File: src/include/bpgs_pkg.sv
// package of constants and carrier types for the bracket pulse gate sequencer
package bpgs_pkg;

  // ==========================================================================
  // clock and timing figures
  localparam int CLK_PERIOD_PS    = 5000;     // 200 mhz clock period
  localparam int PLATE_LEAD_NS    = 35;       // plate on before cathode gate
  localparam int PLATE_TAIL_NS    = 1000;     // plate held after gate end
  localparam int EXTRA_LAT_NS     = 10;       // added trigger latency
  localparam int MIN_DELAY_NS     = 35;       // least delay in bracket mode
  localparam int TREF_DELAY_NS    = 12;       // trigger reference latency
  localparam int BRK_PERIOD_NS    = 160000;   // 1 / 6.25 khz
  localparam int STD_PERIOD_NS    = 1000;     // 1 / 1 mhz

  // least times round up, the reference latency rounds to nearest
  localparam int PLATE_LEAD_CYC =
    (PLATE_LEAD_NS * 1000 + CLK_PERIOD_PS - 1) / CLK_PERIOD_PS;
  localparam int PLATE_TAIL_CYC =
    (PLATE_TAIL_NS * 1000 + CLK_PERIOD_PS - 1) / CLK_PERIOD_PS;
  localparam int EXTRA_LAT_CYC =
    (EXTRA_LAT_NS * 1000 + CLK_PERIOD_PS - 1) / CLK_PERIOD_PS;
  localparam int MIN_DELAY_CYC =
    (MIN_DELAY_NS * 1000 + CLK_PERIOD_PS - 1) / CLK_PERIOD_PS;
  localparam int TREF_DELAY_CYC =
    (TREF_DELAY_NS * 1000 + CLK_PERIOD_PS / 2) / CLK_PERIOD_PS;
  localparam int BRK_PERIOD_CYC =
    (BRK_PERIOD_NS * 1000 + CLK_PERIOD_PS - 1) / CLK_PERIOD_PS;
  localparam int STD_PERIOD_CYC =
    (STD_PERIOD_NS * 1000 + CLK_PERIOD_PS - 1) / CLK_PERIOD_PS;

  // ==========================================================================
  // widths
  localparam int CNT_W  = 24;                 // timing counter width
  localparam int TREF_W = 8;                  // trigger reference pulse width

  // ==========================================================================
  // carrier types
  typedef logic [CNT_W-1:0] bpgs_cnt_t;       // cycle count

  typedef struct packed {
    logic      bracket_enable;                // host bracket request
    logic      third_generation_filmless_intensifier; // fitted tube type
    bpgs_cnt_t gate_delay;                    // trigger to gate, cycles
    bpgs_cnt_t gate_width;                    // gate width, cycles
  } bpgs_cfg_s;

  typedef struct packed {
    logic photocathode_gate;                  // cathode bias on
    logic multiplier_plate_bias_enable;       // plate bias on
    logic trigger_reference_output;           // reference pulse
  } bpgs_drv_s;

  typedef enum logic [2:0] {
    BPGS_IDLE  = 3'b000,                      // waiting for trigger
    BPGS_DELAY = 3'b001,                      // counting gate delay
    BPGS_GATE  = 3'b010,                      // cathode gated on
    BPGS_TAIL  = 3'b011,                      // plate tail hold
    BPGS_HOLD  = 3'b100                       // repetition lockout
  } bpgs_state_e;

endpackage : bpgs_pkg

File: src/logic/bpgs_sequencer.sv
// bracket pulse gate sequencer: shapes cathode gate and plate bias window
`timescale 1ns/10ps
// What this block does
// - bracket mode: plate off outside gate window
// - plate on at least 35 ns first
// - plate held 1 us after gate
// - repetition capped 6.25 khz bracket, 1 mhz otherwise
// - bracket adds 10 ns trigger latency
// - bracket delay clamped to 35 ns minimum
// - trigger reference about 12 ns after trigger
// - no bracket with filmless third generation tube
// - bracket only via host enable setting
// - window derived from gate delay, width
module bpgs_sequencer (
  input  wire logic               clk,        // 200 mhz clock
  input  wire logic               rst_b,      // async reset, active low
  input  wire logic               clk_en,     // freezes all state when low
  input  wire logic               trigger_in, // external trigger level
  input  wire bpgs_pkg::bpgs_cfg_s cfg,       // mode and gate timing
  output bpgs_pkg::bpgs_drv_s     drv,        // bias driver outputs
  output logic                    bracket_active // bracket mode in force
);

  // ==========================================================================
  // declarations
  bpgs_pkg::bpgs_state_e state_reg;           // sequencer state
  bpgs_pkg::bpgs_cnt_t   cnt_reg;             // phase counter
  bpgs_pkg::bpgs_cnt_t   rate_reg;            // cycles since trigger
  bpgs_pkg::bpgs_cnt_t   period_lim;          // least trigger spacing
  bpgs_pkg::bpgs_cnt_t   delay_eff;           // effective gate delay
  bpgs_pkg::bpgs_cnt_t   width_eff;           // effective gate width
  logic [7:0]            tref_cnt_reg;        // reference delay/width
  logic                  trig_d_reg;          // trigger last cycle
  logic                  trig_edge;           // trigger rising edge
  logic                  brk_reg;             // mode latched per shot
  logic                  brk_mode;            // bracket allowed now
  logic                  cath_next;           // cathode gate next value
  logic                  plate_next;          // plate bias next value
  logic                  cath_reg;            // cathode gate flop
  logic                  plate_reg;           // plate bias flop
  logic                  tref_reg;            // trigger reference flop

  // ==========================================================================
  // helpers
  // truncate an int constant to counter width
  function automatic bpgs_pkg::bpgs_cnt_t to_cnt(input int v);
    to_cnt = v[bpgs_pkg::CNT_W-1:0];
  endfunction : to_cnt

  // ==========================================================================
  // mode decode
  // bracket only when host asks and tube is not filmless
  assign brk_mode = cfg.bracket_enable &
                    ~cfg.third_generation_filmless_intensifier;
  assign bracket_active = brk_reg;

  // one flop per driver line, gathered into the carrier
  assign drv = '{photocathode_gate:            cath_reg,
                 multiplier_plate_bias_enable: plate_reg,
                 trigger_reference_output:     tref_reg};

  // repetition spacing by mode
  assign period_lim = brk_reg ? to_cnt(bpgs_pkg::BRK_PERIOD_CYC)
                              : to_cnt(bpgs_pkg::STD_PERIOD_CYC);

  // delay from programmed value plus bracket latency, clamped
  always_comb begin
    delay_eff = cfg.gate_delay;
    // zero delay would underflow the down counter; keep one cycle
    if (delay_eff == '0) begin
      delay_eff = to_cnt(1);
    end
    if (brk_mode) begin
      delay_eff = cfg.gate_delay + to_cnt(bpgs_pkg::EXTRA_LAT_CYC);
      if (delay_eff < to_cnt(bpgs_pkg::MIN_DELAY_CYC)) begin
        delay_eff = to_cnt(bpgs_pkg::MIN_DELAY_CYC);
      end
    end
    // zero width would underflow the down counter; keep one cycle
    width_eff = (cfg.gate_width == '0) ? to_cnt(1) : cfg.gate_width;
  end

  assign trig_edge = trigger_in & ~trig_d_reg;

  // ==========================================================================
  // trigger edge detector
  always_ff @(posedge clk or negedge rst_b) begin
    if (!rst_b) begin
      trig_d_reg <= 1'b0;
    end else if (clk_en) begin
      trig_d_reg <= trigger_in;
    end
  end

  // ==========================================================================
  // repetition counter, counts from each accepted trigger
  always_ff @(posedge clk or negedge rst_b) begin
    if (!rst_b) begin
      rate_reg <= '1;
    end else if (clk_en) begin
      if (state_reg == bpgs_pkg::BPGS_IDLE && trig_edge) begin
        rate_reg <= '0;
      end else if (rate_reg != '1) begin
        rate_reg <= rate_reg + to_cnt(1);
      end
    end
  end

  // ==========================================================================
  // main sequencer
  always_ff @(posedge clk or negedge rst_b) begin
    if (!rst_b) begin
      state_reg <= bpgs_pkg::BPGS_IDLE;
      cnt_reg   <= '0;
      brk_reg   <= 1'b0;
    end else if (clk_en) begin
      unique case (state_reg)
        bpgs_pkg::BPGS_IDLE: begin
          brk_reg <= brk_mode;              // mode changes between shots
          if (trig_edge) begin
            brk_reg   <= brk_mode;
            state_reg <= bpgs_pkg::BPGS_DELAY;
            cnt_reg   <= delay_eff - to_cnt(1);
          end
        end
        bpgs_pkg::BPGS_DELAY: begin
          if (cnt_reg == '0) begin
            state_reg <= bpgs_pkg::BPGS_GATE;
            cnt_reg   <= width_eff - to_cnt(1);
          end else begin
            cnt_reg <= cnt_reg - to_cnt(1);
          end
        end
        bpgs_pkg::BPGS_GATE: begin
          if (cnt_reg == '0) begin
            // tail only matters in bracket mode
            state_reg <= brk_reg ? bpgs_pkg::BPGS_TAIL
                                 : bpgs_pkg::BPGS_HOLD;
            cnt_reg   <= to_cnt(bpgs_pkg::PLATE_TAIL_CYC - 1);
          end else begin
            cnt_reg <= cnt_reg - to_cnt(1);
          end
        end
        bpgs_pkg::BPGS_TAIL: begin
          if (cnt_reg == '0) begin
            state_reg <= bpgs_pkg::BPGS_HOLD;
          end else begin
            cnt_reg <= cnt_reg - to_cnt(1);
          end
        end
        bpgs_pkg::BPGS_HOLD: begin
          // wait out the repetition period before rearming
          if (rate_reg >= period_lim - to_cnt(1)) begin
            state_reg <= bpgs_pkg::BPGS_IDLE;
          end
        end
        default: begin
          state_reg <= bpgs_pkg::BPGS_IDLE;
        end
      endcase
    end
  end

  // ==========================================================================
  // output decode, registered below
  always_comb begin
    cath_next  = 1'b0;
    plate_next = 1'b1;
    unique case (state_reg)
      bpgs_pkg::BPGS_IDLE: begin
        cath_next  = 1'b0;
        // shortest bracket delay: plate must rise on the taking edge
        plate_next = ~brk_mode | (trig_edge &&
          (delay_eff <= to_cnt(bpgs_pkg::PLATE_LEAD_CYC)));
      end
      bpgs_pkg::BPGS_DELAY: begin
        cath_next = (cnt_reg == '0);
        // plate rises lead cycles before the cathode gate
        plate_next = ~brk_reg |
          (cnt_reg <= to_cnt(bpgs_pkg::PLATE_LEAD_CYC));
      end
      bpgs_pkg::BPGS_GATE: begin
        cath_next  = (cnt_reg != '0);
        plate_next = 1'b1;
      end
      bpgs_pkg::BPGS_TAIL: begin
        cath_next  = 1'b0;
        plate_next = 1'b1;
      end
      bpgs_pkg::BPGS_HOLD: begin
        cath_next  = 1'b0;
        plate_next = ~brk_reg;
      end
      default: begin
        cath_next  = 1'b0;
        plate_next = 1'b1;
      end
    endcase
  end

  // ==========================================================================
  // driver output flops
  always_ff @(posedge clk or negedge rst_b) begin
    if (!rst_b) begin
      cath_reg  <= 1'b0;
      plate_reg <= 1'b1;
    end else if (clk_en) begin
      cath_reg  <= cath_next;
      plate_reg <= plate_next;
    end
  end

  // ==========================================================================
  // trigger reference pulse: delay then fixed width
  always_ff @(posedge clk or negedge rst_b) begin
    if (!rst_b) begin
      tref_cnt_reg <= 8'h00;
      tref_reg     <= 1'b0;
    end else if (clk_en) begin
      if (state_reg == bpgs_pkg::BPGS_IDLE && trig_edge) begin
        tref_cnt_reg <= 8'h01;
      end else if (tref_cnt_reg != 8'h00) begin
        // last count of the pulse ends it, so it is exactly tref_w wide
        tref_cnt_reg <= (tref_cnt_reg == 8'(bpgs_pkg::TREF_DELAY_CYC +
                         bpgs_pkg::TREF_W - 1)) ? 8'h00
                                               : tref_cnt_reg + 8'h01;
      end
      // in every mode reference lags trigger by about 12 ns
      tref_reg <= (tref_cnt_reg >= 8'(bpgs_pkg::TREF_DELAY_CYC)) &&
                  (tref_cnt_reg != 8'h00);
    end
  end

endmodule : bpgs_sequencer

File: config.mk
export PLATFORM = sky130hd
export DESIGN_NAME = bpgs_sequencer
export DESIGN_NICKNAME = d
export VERILOG_FILES = /design/src/include/bpgs_pkg.sv /design/src/logic/bpgs_sequencer.sv
export SDC_FILE = /design/constraint.sdc
export NUM_CORES = 1
export LEC_CHECK = 0
export ABC_CLOCK_PERIOD_IN_PS = 3100
export BUFFER_PORTS_ARGS = -buffer_cell sky130_fd_sc_hd__buf_2
export CORE_ASPECT_RATIO = 0.9
export CORE_MARGIN = 4
export CORE_UTILIZATION = 35
export DETAILED_ROUTE_END_ITERATION = 10
export GPL_TIMING_DRIVEN = 0
export PLACE_DENSITY = 0.6
export SYNTH_ARGS = -nofsm -noshare
export SYNTH_HDL_FRONTEND = slang
export SYNTH_SLANG_ARGS = --single-unit
File: constraint.sdc
create_clock -name clk -period 3.1 [get_ports clk]
set_clock_uncertainty 0.2 [all_clocks]
set_input_delay 0.31 -clock clk [delete_from_list [all_inputs] [get_ports clk]]
set_output_delay 0.31 -clock clk [all_outputs]
set_load 0.01 [all_outputs]
# [Word-level counts from Yosys, hierarchy flattened]
# Cells that the tools add are included.
[word_totals] regBits=64 input_bits=54 out_inout_bits=4 elab_cells=82
[op_classes] addsub=7 n_lt_le_gt_ge=5 eq_ne=12 n_mux=24 bitwise=8 n_reduce_logical=17
[op_table] cell="24-bit 2-to-1 mux" n=10
[op_table] cell="24-bit one-hot mux with 4 select lines" n=1
[op_table] cell="24-bit logical NOT" n=3
[op_table] cell="24-bit by 1-bit subtractor with 24-bit output (second input constant)" n=3
[op_table] cell="24-bit by 3-bit less-or-equal comparator with 1-bit output (second input constant)" n=2
[op_table] cell="24-bit by 1-bit adder with 24-bit output (second input constant)" n=1
[op_table] cell="24-bit by 2-bit adder with 24-bit output (second input constant)" n=1
[op_table] cell="24-bit >= comparator" n=1
[op_table] cell="24-bit by 3-bit < comparator with 1-bit output (second input constant)" n=1
[op_table] cell="8-bit 2-to-1 mux" n=3
[op_table] cell="24-bit != test (second input constant)" n=1
[op_table] cell="24-bit nonzero test" n=1
[op_table] cell="3-bit 2-to-1 mux" n=6
[op_table] cell="15-bit by 1-bit subtractor with 16-bit output (second input constant)" n=1
[op_table] cell="15-bit 2-to-1 mux" n=1
[op_table] cell="3-bit one-hot mux with 5 select lines" n=1
[op_table] cell="2-bit != test (second input constant)" n=6
[op_table] cell="8-bit by 1-bit adder with 8-bit output (second input constant)" n=1
[op_table] cell="8-bit by 4-bit equality test with 1-bit output (second input constant)" n=1
[op_table] cell="8-bit by 2-bit >= comparator with 1-bit output (second input constant)" n=1
[op_table] cell="8-bit nonzero test" n=1
[op_table] cell="3-bit by 2-bit equality test with 1-bit output (second input constant)" n=2
[op_table] cell="2-bit AND reduction" n=3
[op_table] cell="6-bit AND reduction" n=1
[op_table] cell="12 further kinds" n=20

# [Longest topological paths before layout]
[depth] depth_word=8 mapped_depth=18 mapped_depth_nobuf=15

# [Worst setup path before layout]
# OpenSTA, ideal clock, no wires.
[synth_timing] path_kind="input-to-reg" start="input cfg[25] in the netlist's numbering" end="register cnt_reg[4]" arrival_ns=3.665 required_time_ns=2.829 path_slack_ns=-0.836 cell_stages=17 path_buffers=2 path_cell_list="ha_1 -> clkbuf_1 -> nand4_1 -> nor4_4 -> xnor2_1 -> nand4_1 -> or4_1 -> buf_2 -> nor3_1 -> nor2_1 -> ha_1 -> o21ai_0 -> nor4_1 -> a22o_1 -> a211oi_1 -> mux2_2 -> nand4_1"
[synth_via] elab_chain_cells=7 elab_cells_between_ends=9
[synth_lines] item="start: declaration" line_no="bpgs_sequencer.sv:19" rtl="input wire bpgs_pkg::bpgs_cfg_s cfg,"
[synth_lines] item="24-bit by 2-bit adder with 24-bit output" line_no="bpgs_sequencer.sv:74" rtl="delay_eff = cfg.gate_delay + to_cnt(bpgs_pkg::EXTRA_LAT_CYC);"
[synth_lines] item="24-bit by 3-bit < comparator with 1-bit output" line_no="bpgs_sequencer.sv:75" rtl="if (delay_eff < to_cnt(bpgs_pkg::MIN_DELAY_CYC)) begin"
[synth_lines] item="24-bit 2-to-1 mux" line_no="bpgs_sequencer.sv:75"
[synth_lines] item="24-bit 2-to-1 mux *" line_no="bpgs_sequencer.sv:73" rtl="if (brk_mode) begin"
[synth_lines] item="24-bit by 1-bit subtractor with 24-bit output *" line_no="bpgs_sequencer.sv:123" rtl="cnt_reg <= delay_eff - to_cnt(1);"
[synth_lines] item="24-bit 2-to-1 mux *" line_no="bpgs_sequencer.sv:120" rtl="if (trig_edge) begin"
[synth_lines] item="24-bit one-hot mux with 4 select lines *" line_no="bpgs_sequencer.sv:117" rtl="unique case (state_reg)"
[synth_lines] item="end signal: assignment" line_no="bpgs_sequencer.sv:123"
[synth_lines] item="end signal: assignment" line_no="bpgs_sequencer.sv:129" rtl="cnt_reg <= width_eff - to_cnt(1);"
[synth_lines] item="end signal: assignment" line_no="bpgs_sequencer.sv:131" rtl="cnt_reg <= cnt_reg - to_cnt(1);"
[synth_lines] item="end: declaration" line_no="bpgs_sequencer.sv:27" rtl="bpgs_pkg::bpgs_cnt_t cnt_reg;"
# Mark *: on every way between the ends. The rest lies on a longest branch, timed or not. The select of a mux whose other input is x is not followed.
# A chain may end at the register's enable or synchronous reset.

# [Worst setup path after layout]
# Same ends and word-level chain as after synthesis.

==> qor.yml <==
syn-cell-area_um2: 6310
ctsHtreeMaxLevel: 3
fmax_ghz: 0.286
power.total_mw: 4.52
worst_slew_pin_slew_ps: 840
cp.arrival_ps: 3560
post-route-min-period_ps: 3490
final_cells: 1164
crit_path_max_incr_delay_ps: 620
drive_above_1_share_pct: 24.9
drt_pre_antenna_iters: 5
violations: "setup timing"
grt.overflow.total: 0
coreArea_um2: 17700
crit_type: "primary input to register"
vias: 6596
end_kind: "register"
dp.cells: 1108
crit_slowest_cell: "or4_4"
syn-num-nets: 895
routed_wl_um: 19700
p_leak_nw: 3.01
startpoint_type: "primary input"
netlist_top_cells_area: "dfrtp_1 (15%), dfstp_2 (10%), xnor2_1 (6.8%)"
grt_pass1_wl_um: 31400
rsz0062_at_grt: "yes"
final_cell_mix: "nor2_1 (83), nand2_1 (74), o21ai_0 (48)"
clock_latency_ps: 340
drc: 0
syn2layout_area_growth_pct: 26.3
yosysWarnings: 0
tns_ps: -3690
die_height_um: 135
powerDensity_nw_per_um2: 568
routabilityCongestion: 0.882
clkSlewWorstSetupHoldPaths_ps: 60
n_antenna_cell: 0
synth_cells: 824
drt_iter0_markers: 469
numCtsBuffers: 9
die_w_um: 150
grt_pass1_vias: 6053
hpwl_um: 14400
path_cells: "buf_8, ha_4, nand4_1, nor4_4, xnor2_1, nand4_1, or4_4, o211ai_1, o21ai_1, ha_2, o21ai_4, nor4_4, a22o_1, a211oi_2, mux2_4, nand4_1"
finalCoreUtilization_pct: 45.1
ys.flop_type: "dfrtp_1"
pin_count: 58
synth_top_area_share_pct: 15.5
grt_usage_pct: 19.1
clockBufferDepth: 2
cap_violations: 0
synth_seq_area_share_pct: 25.9
status: "finished with violations"
ant_nets: 0
required_ps: 3170
io_buffers: 44
hold_path_class: "primary input to register"
viasPerCell: 5.67
max_slew_margin_pct: 44.0
setup_violations: 20
cp_max_fo: 7
worst_slack_ps: -392
n_fill_cell: 1758
finalCritPeriodShare_pct: 113
syn-mean-instance-area_um2: 7.66
placed_area_um2: 6970
synth_largest_area_cell: "dfrtp_1"
antenna_found_initial: 0
synth_edf_count: 0
grt_max_degree: 65
dieArea_um2: 20300
clock-sinks: 64
crit_top_cell: "nand4_1"
maxSlewViolCount: 0
num-nets-final: 990
ir_drop_mv: 0.270
final_common_cell: "nor2_1"
yosysUniqueCellTypes: 77
fin_area_um2: 7970
routedWlPerCell_um: 17.0
async_flop_share_pct: 100
num_rows: 46
ys_ff_latch: 64
root_buffer: "clkbuf_16"
final_hold_viol_count: 0
cts_tree: "done"
start_util_pct: 35.7
Yosys cell counts, drive strengths merged (17+ instances only):
cell type	instances
a21oi	39
buf	17
clkbuf	32
dfrtp	39
dfstp	25
ha	17
inv	21
nand2	79
nand3	31
nand4	31
nor2	87
nor3	40
nor4	30
o21ai	70
xnor2	49
xor2	35
cell families (layout without fill, tap and decap cells):
group / count (synthesis) / count (layout) / synth area share [%]
AND/OR/NAND/NOR: 383 / 383 / 32.4
AO/OA/AOI/OAI: 200 / 200 / 20.8
XOR/XNOR: 84 / 84 / 11.7
buffers and inverters: 70 / 170 / 4.82
flip-flops: 64 / 64 / 25.9
adder cells (fa/ha/maj): 17 / 17 / 3.37
multiplexers: 6 / 6 / 1.01
through the flow:
step	hold WS (ps)	worst slack, ps
floorplan	-186	-551
global placement	287	-1250
detailed placement	272	-1260
CTS	53.3	-310
global route	79.9	-482
finish	53.4	-392
power by group:
group          total, mW  leakage (nW)  internal, mW  switching (mW)
registers           1.45         0.756          1.14           0.311
logic               2.14          2.12         0.825            1.32
clock network      0.930         0.134         0.562           0.368
final cells by class:
cell class | count | area [um^2] | share of cell area (%)
tap | 240 | 300 | 3.77
buffer | 45 | 262 | 3.28
multi-input combinational | 690 | 4760 | 59.7
clock inverter | 3 | 18.8 | 0.235
inverter | 21 | 82.6 | 1.04
clock buffer | 13 | 250 | 3.14
timing repair buffer | 88 | 663 | 8.32
sequential | 64 | 1630 | 20.5
layer usage:
layer	up-vias	share of wire (%)	track usage [%]
met5	-	0	0
met2	195	42	28.0
li1	3251	-	-
met1	3126	51	29.3
met3	24	4.7	2.21
met4	0	1.7	5.69
worst max-delay path, delay by kind of cell:
kind	cells	cell delay, ps
XOR/XNOR	1	160
AO/OA/AOI/OAI	5	860
buffers and inverters	1	80
adder cells (fa/ha/maj)	2	390
AND/OR/NAND/NOR	6	1420
multiplexers	1	330
repair_timing:
item                                    in CTS  in global routing
endpoints found under the hold margin       39                  0
resized for setup                           50                 65
hold buffers                                 1                  0
cloned                                       0                  0
endpoints found under the setup margin      30                 30
pin swaps                                   23                 24
setup buffers                               36                  7
final timing paths:
path                                  start           to  slack, ps  cells after the start
worst max-delay path                cfg[25]   cnt_reg[4]       -390                     16
worst min-delay path             trigger_in   trig_d_reg         50                      2
worst max register to register  cnt_reg[13]  cnt_reg[23]         80                      8
worst min register to register  rate_reg[1]  rate_reg[1]        300                      2
max in group asynchronous             rst_b  cnt_reg[17]       1720                      2
min in group asynchronous             rst_b     cath_reg        410                      2
Note: power is estimated with default switching activity, not from simulation.
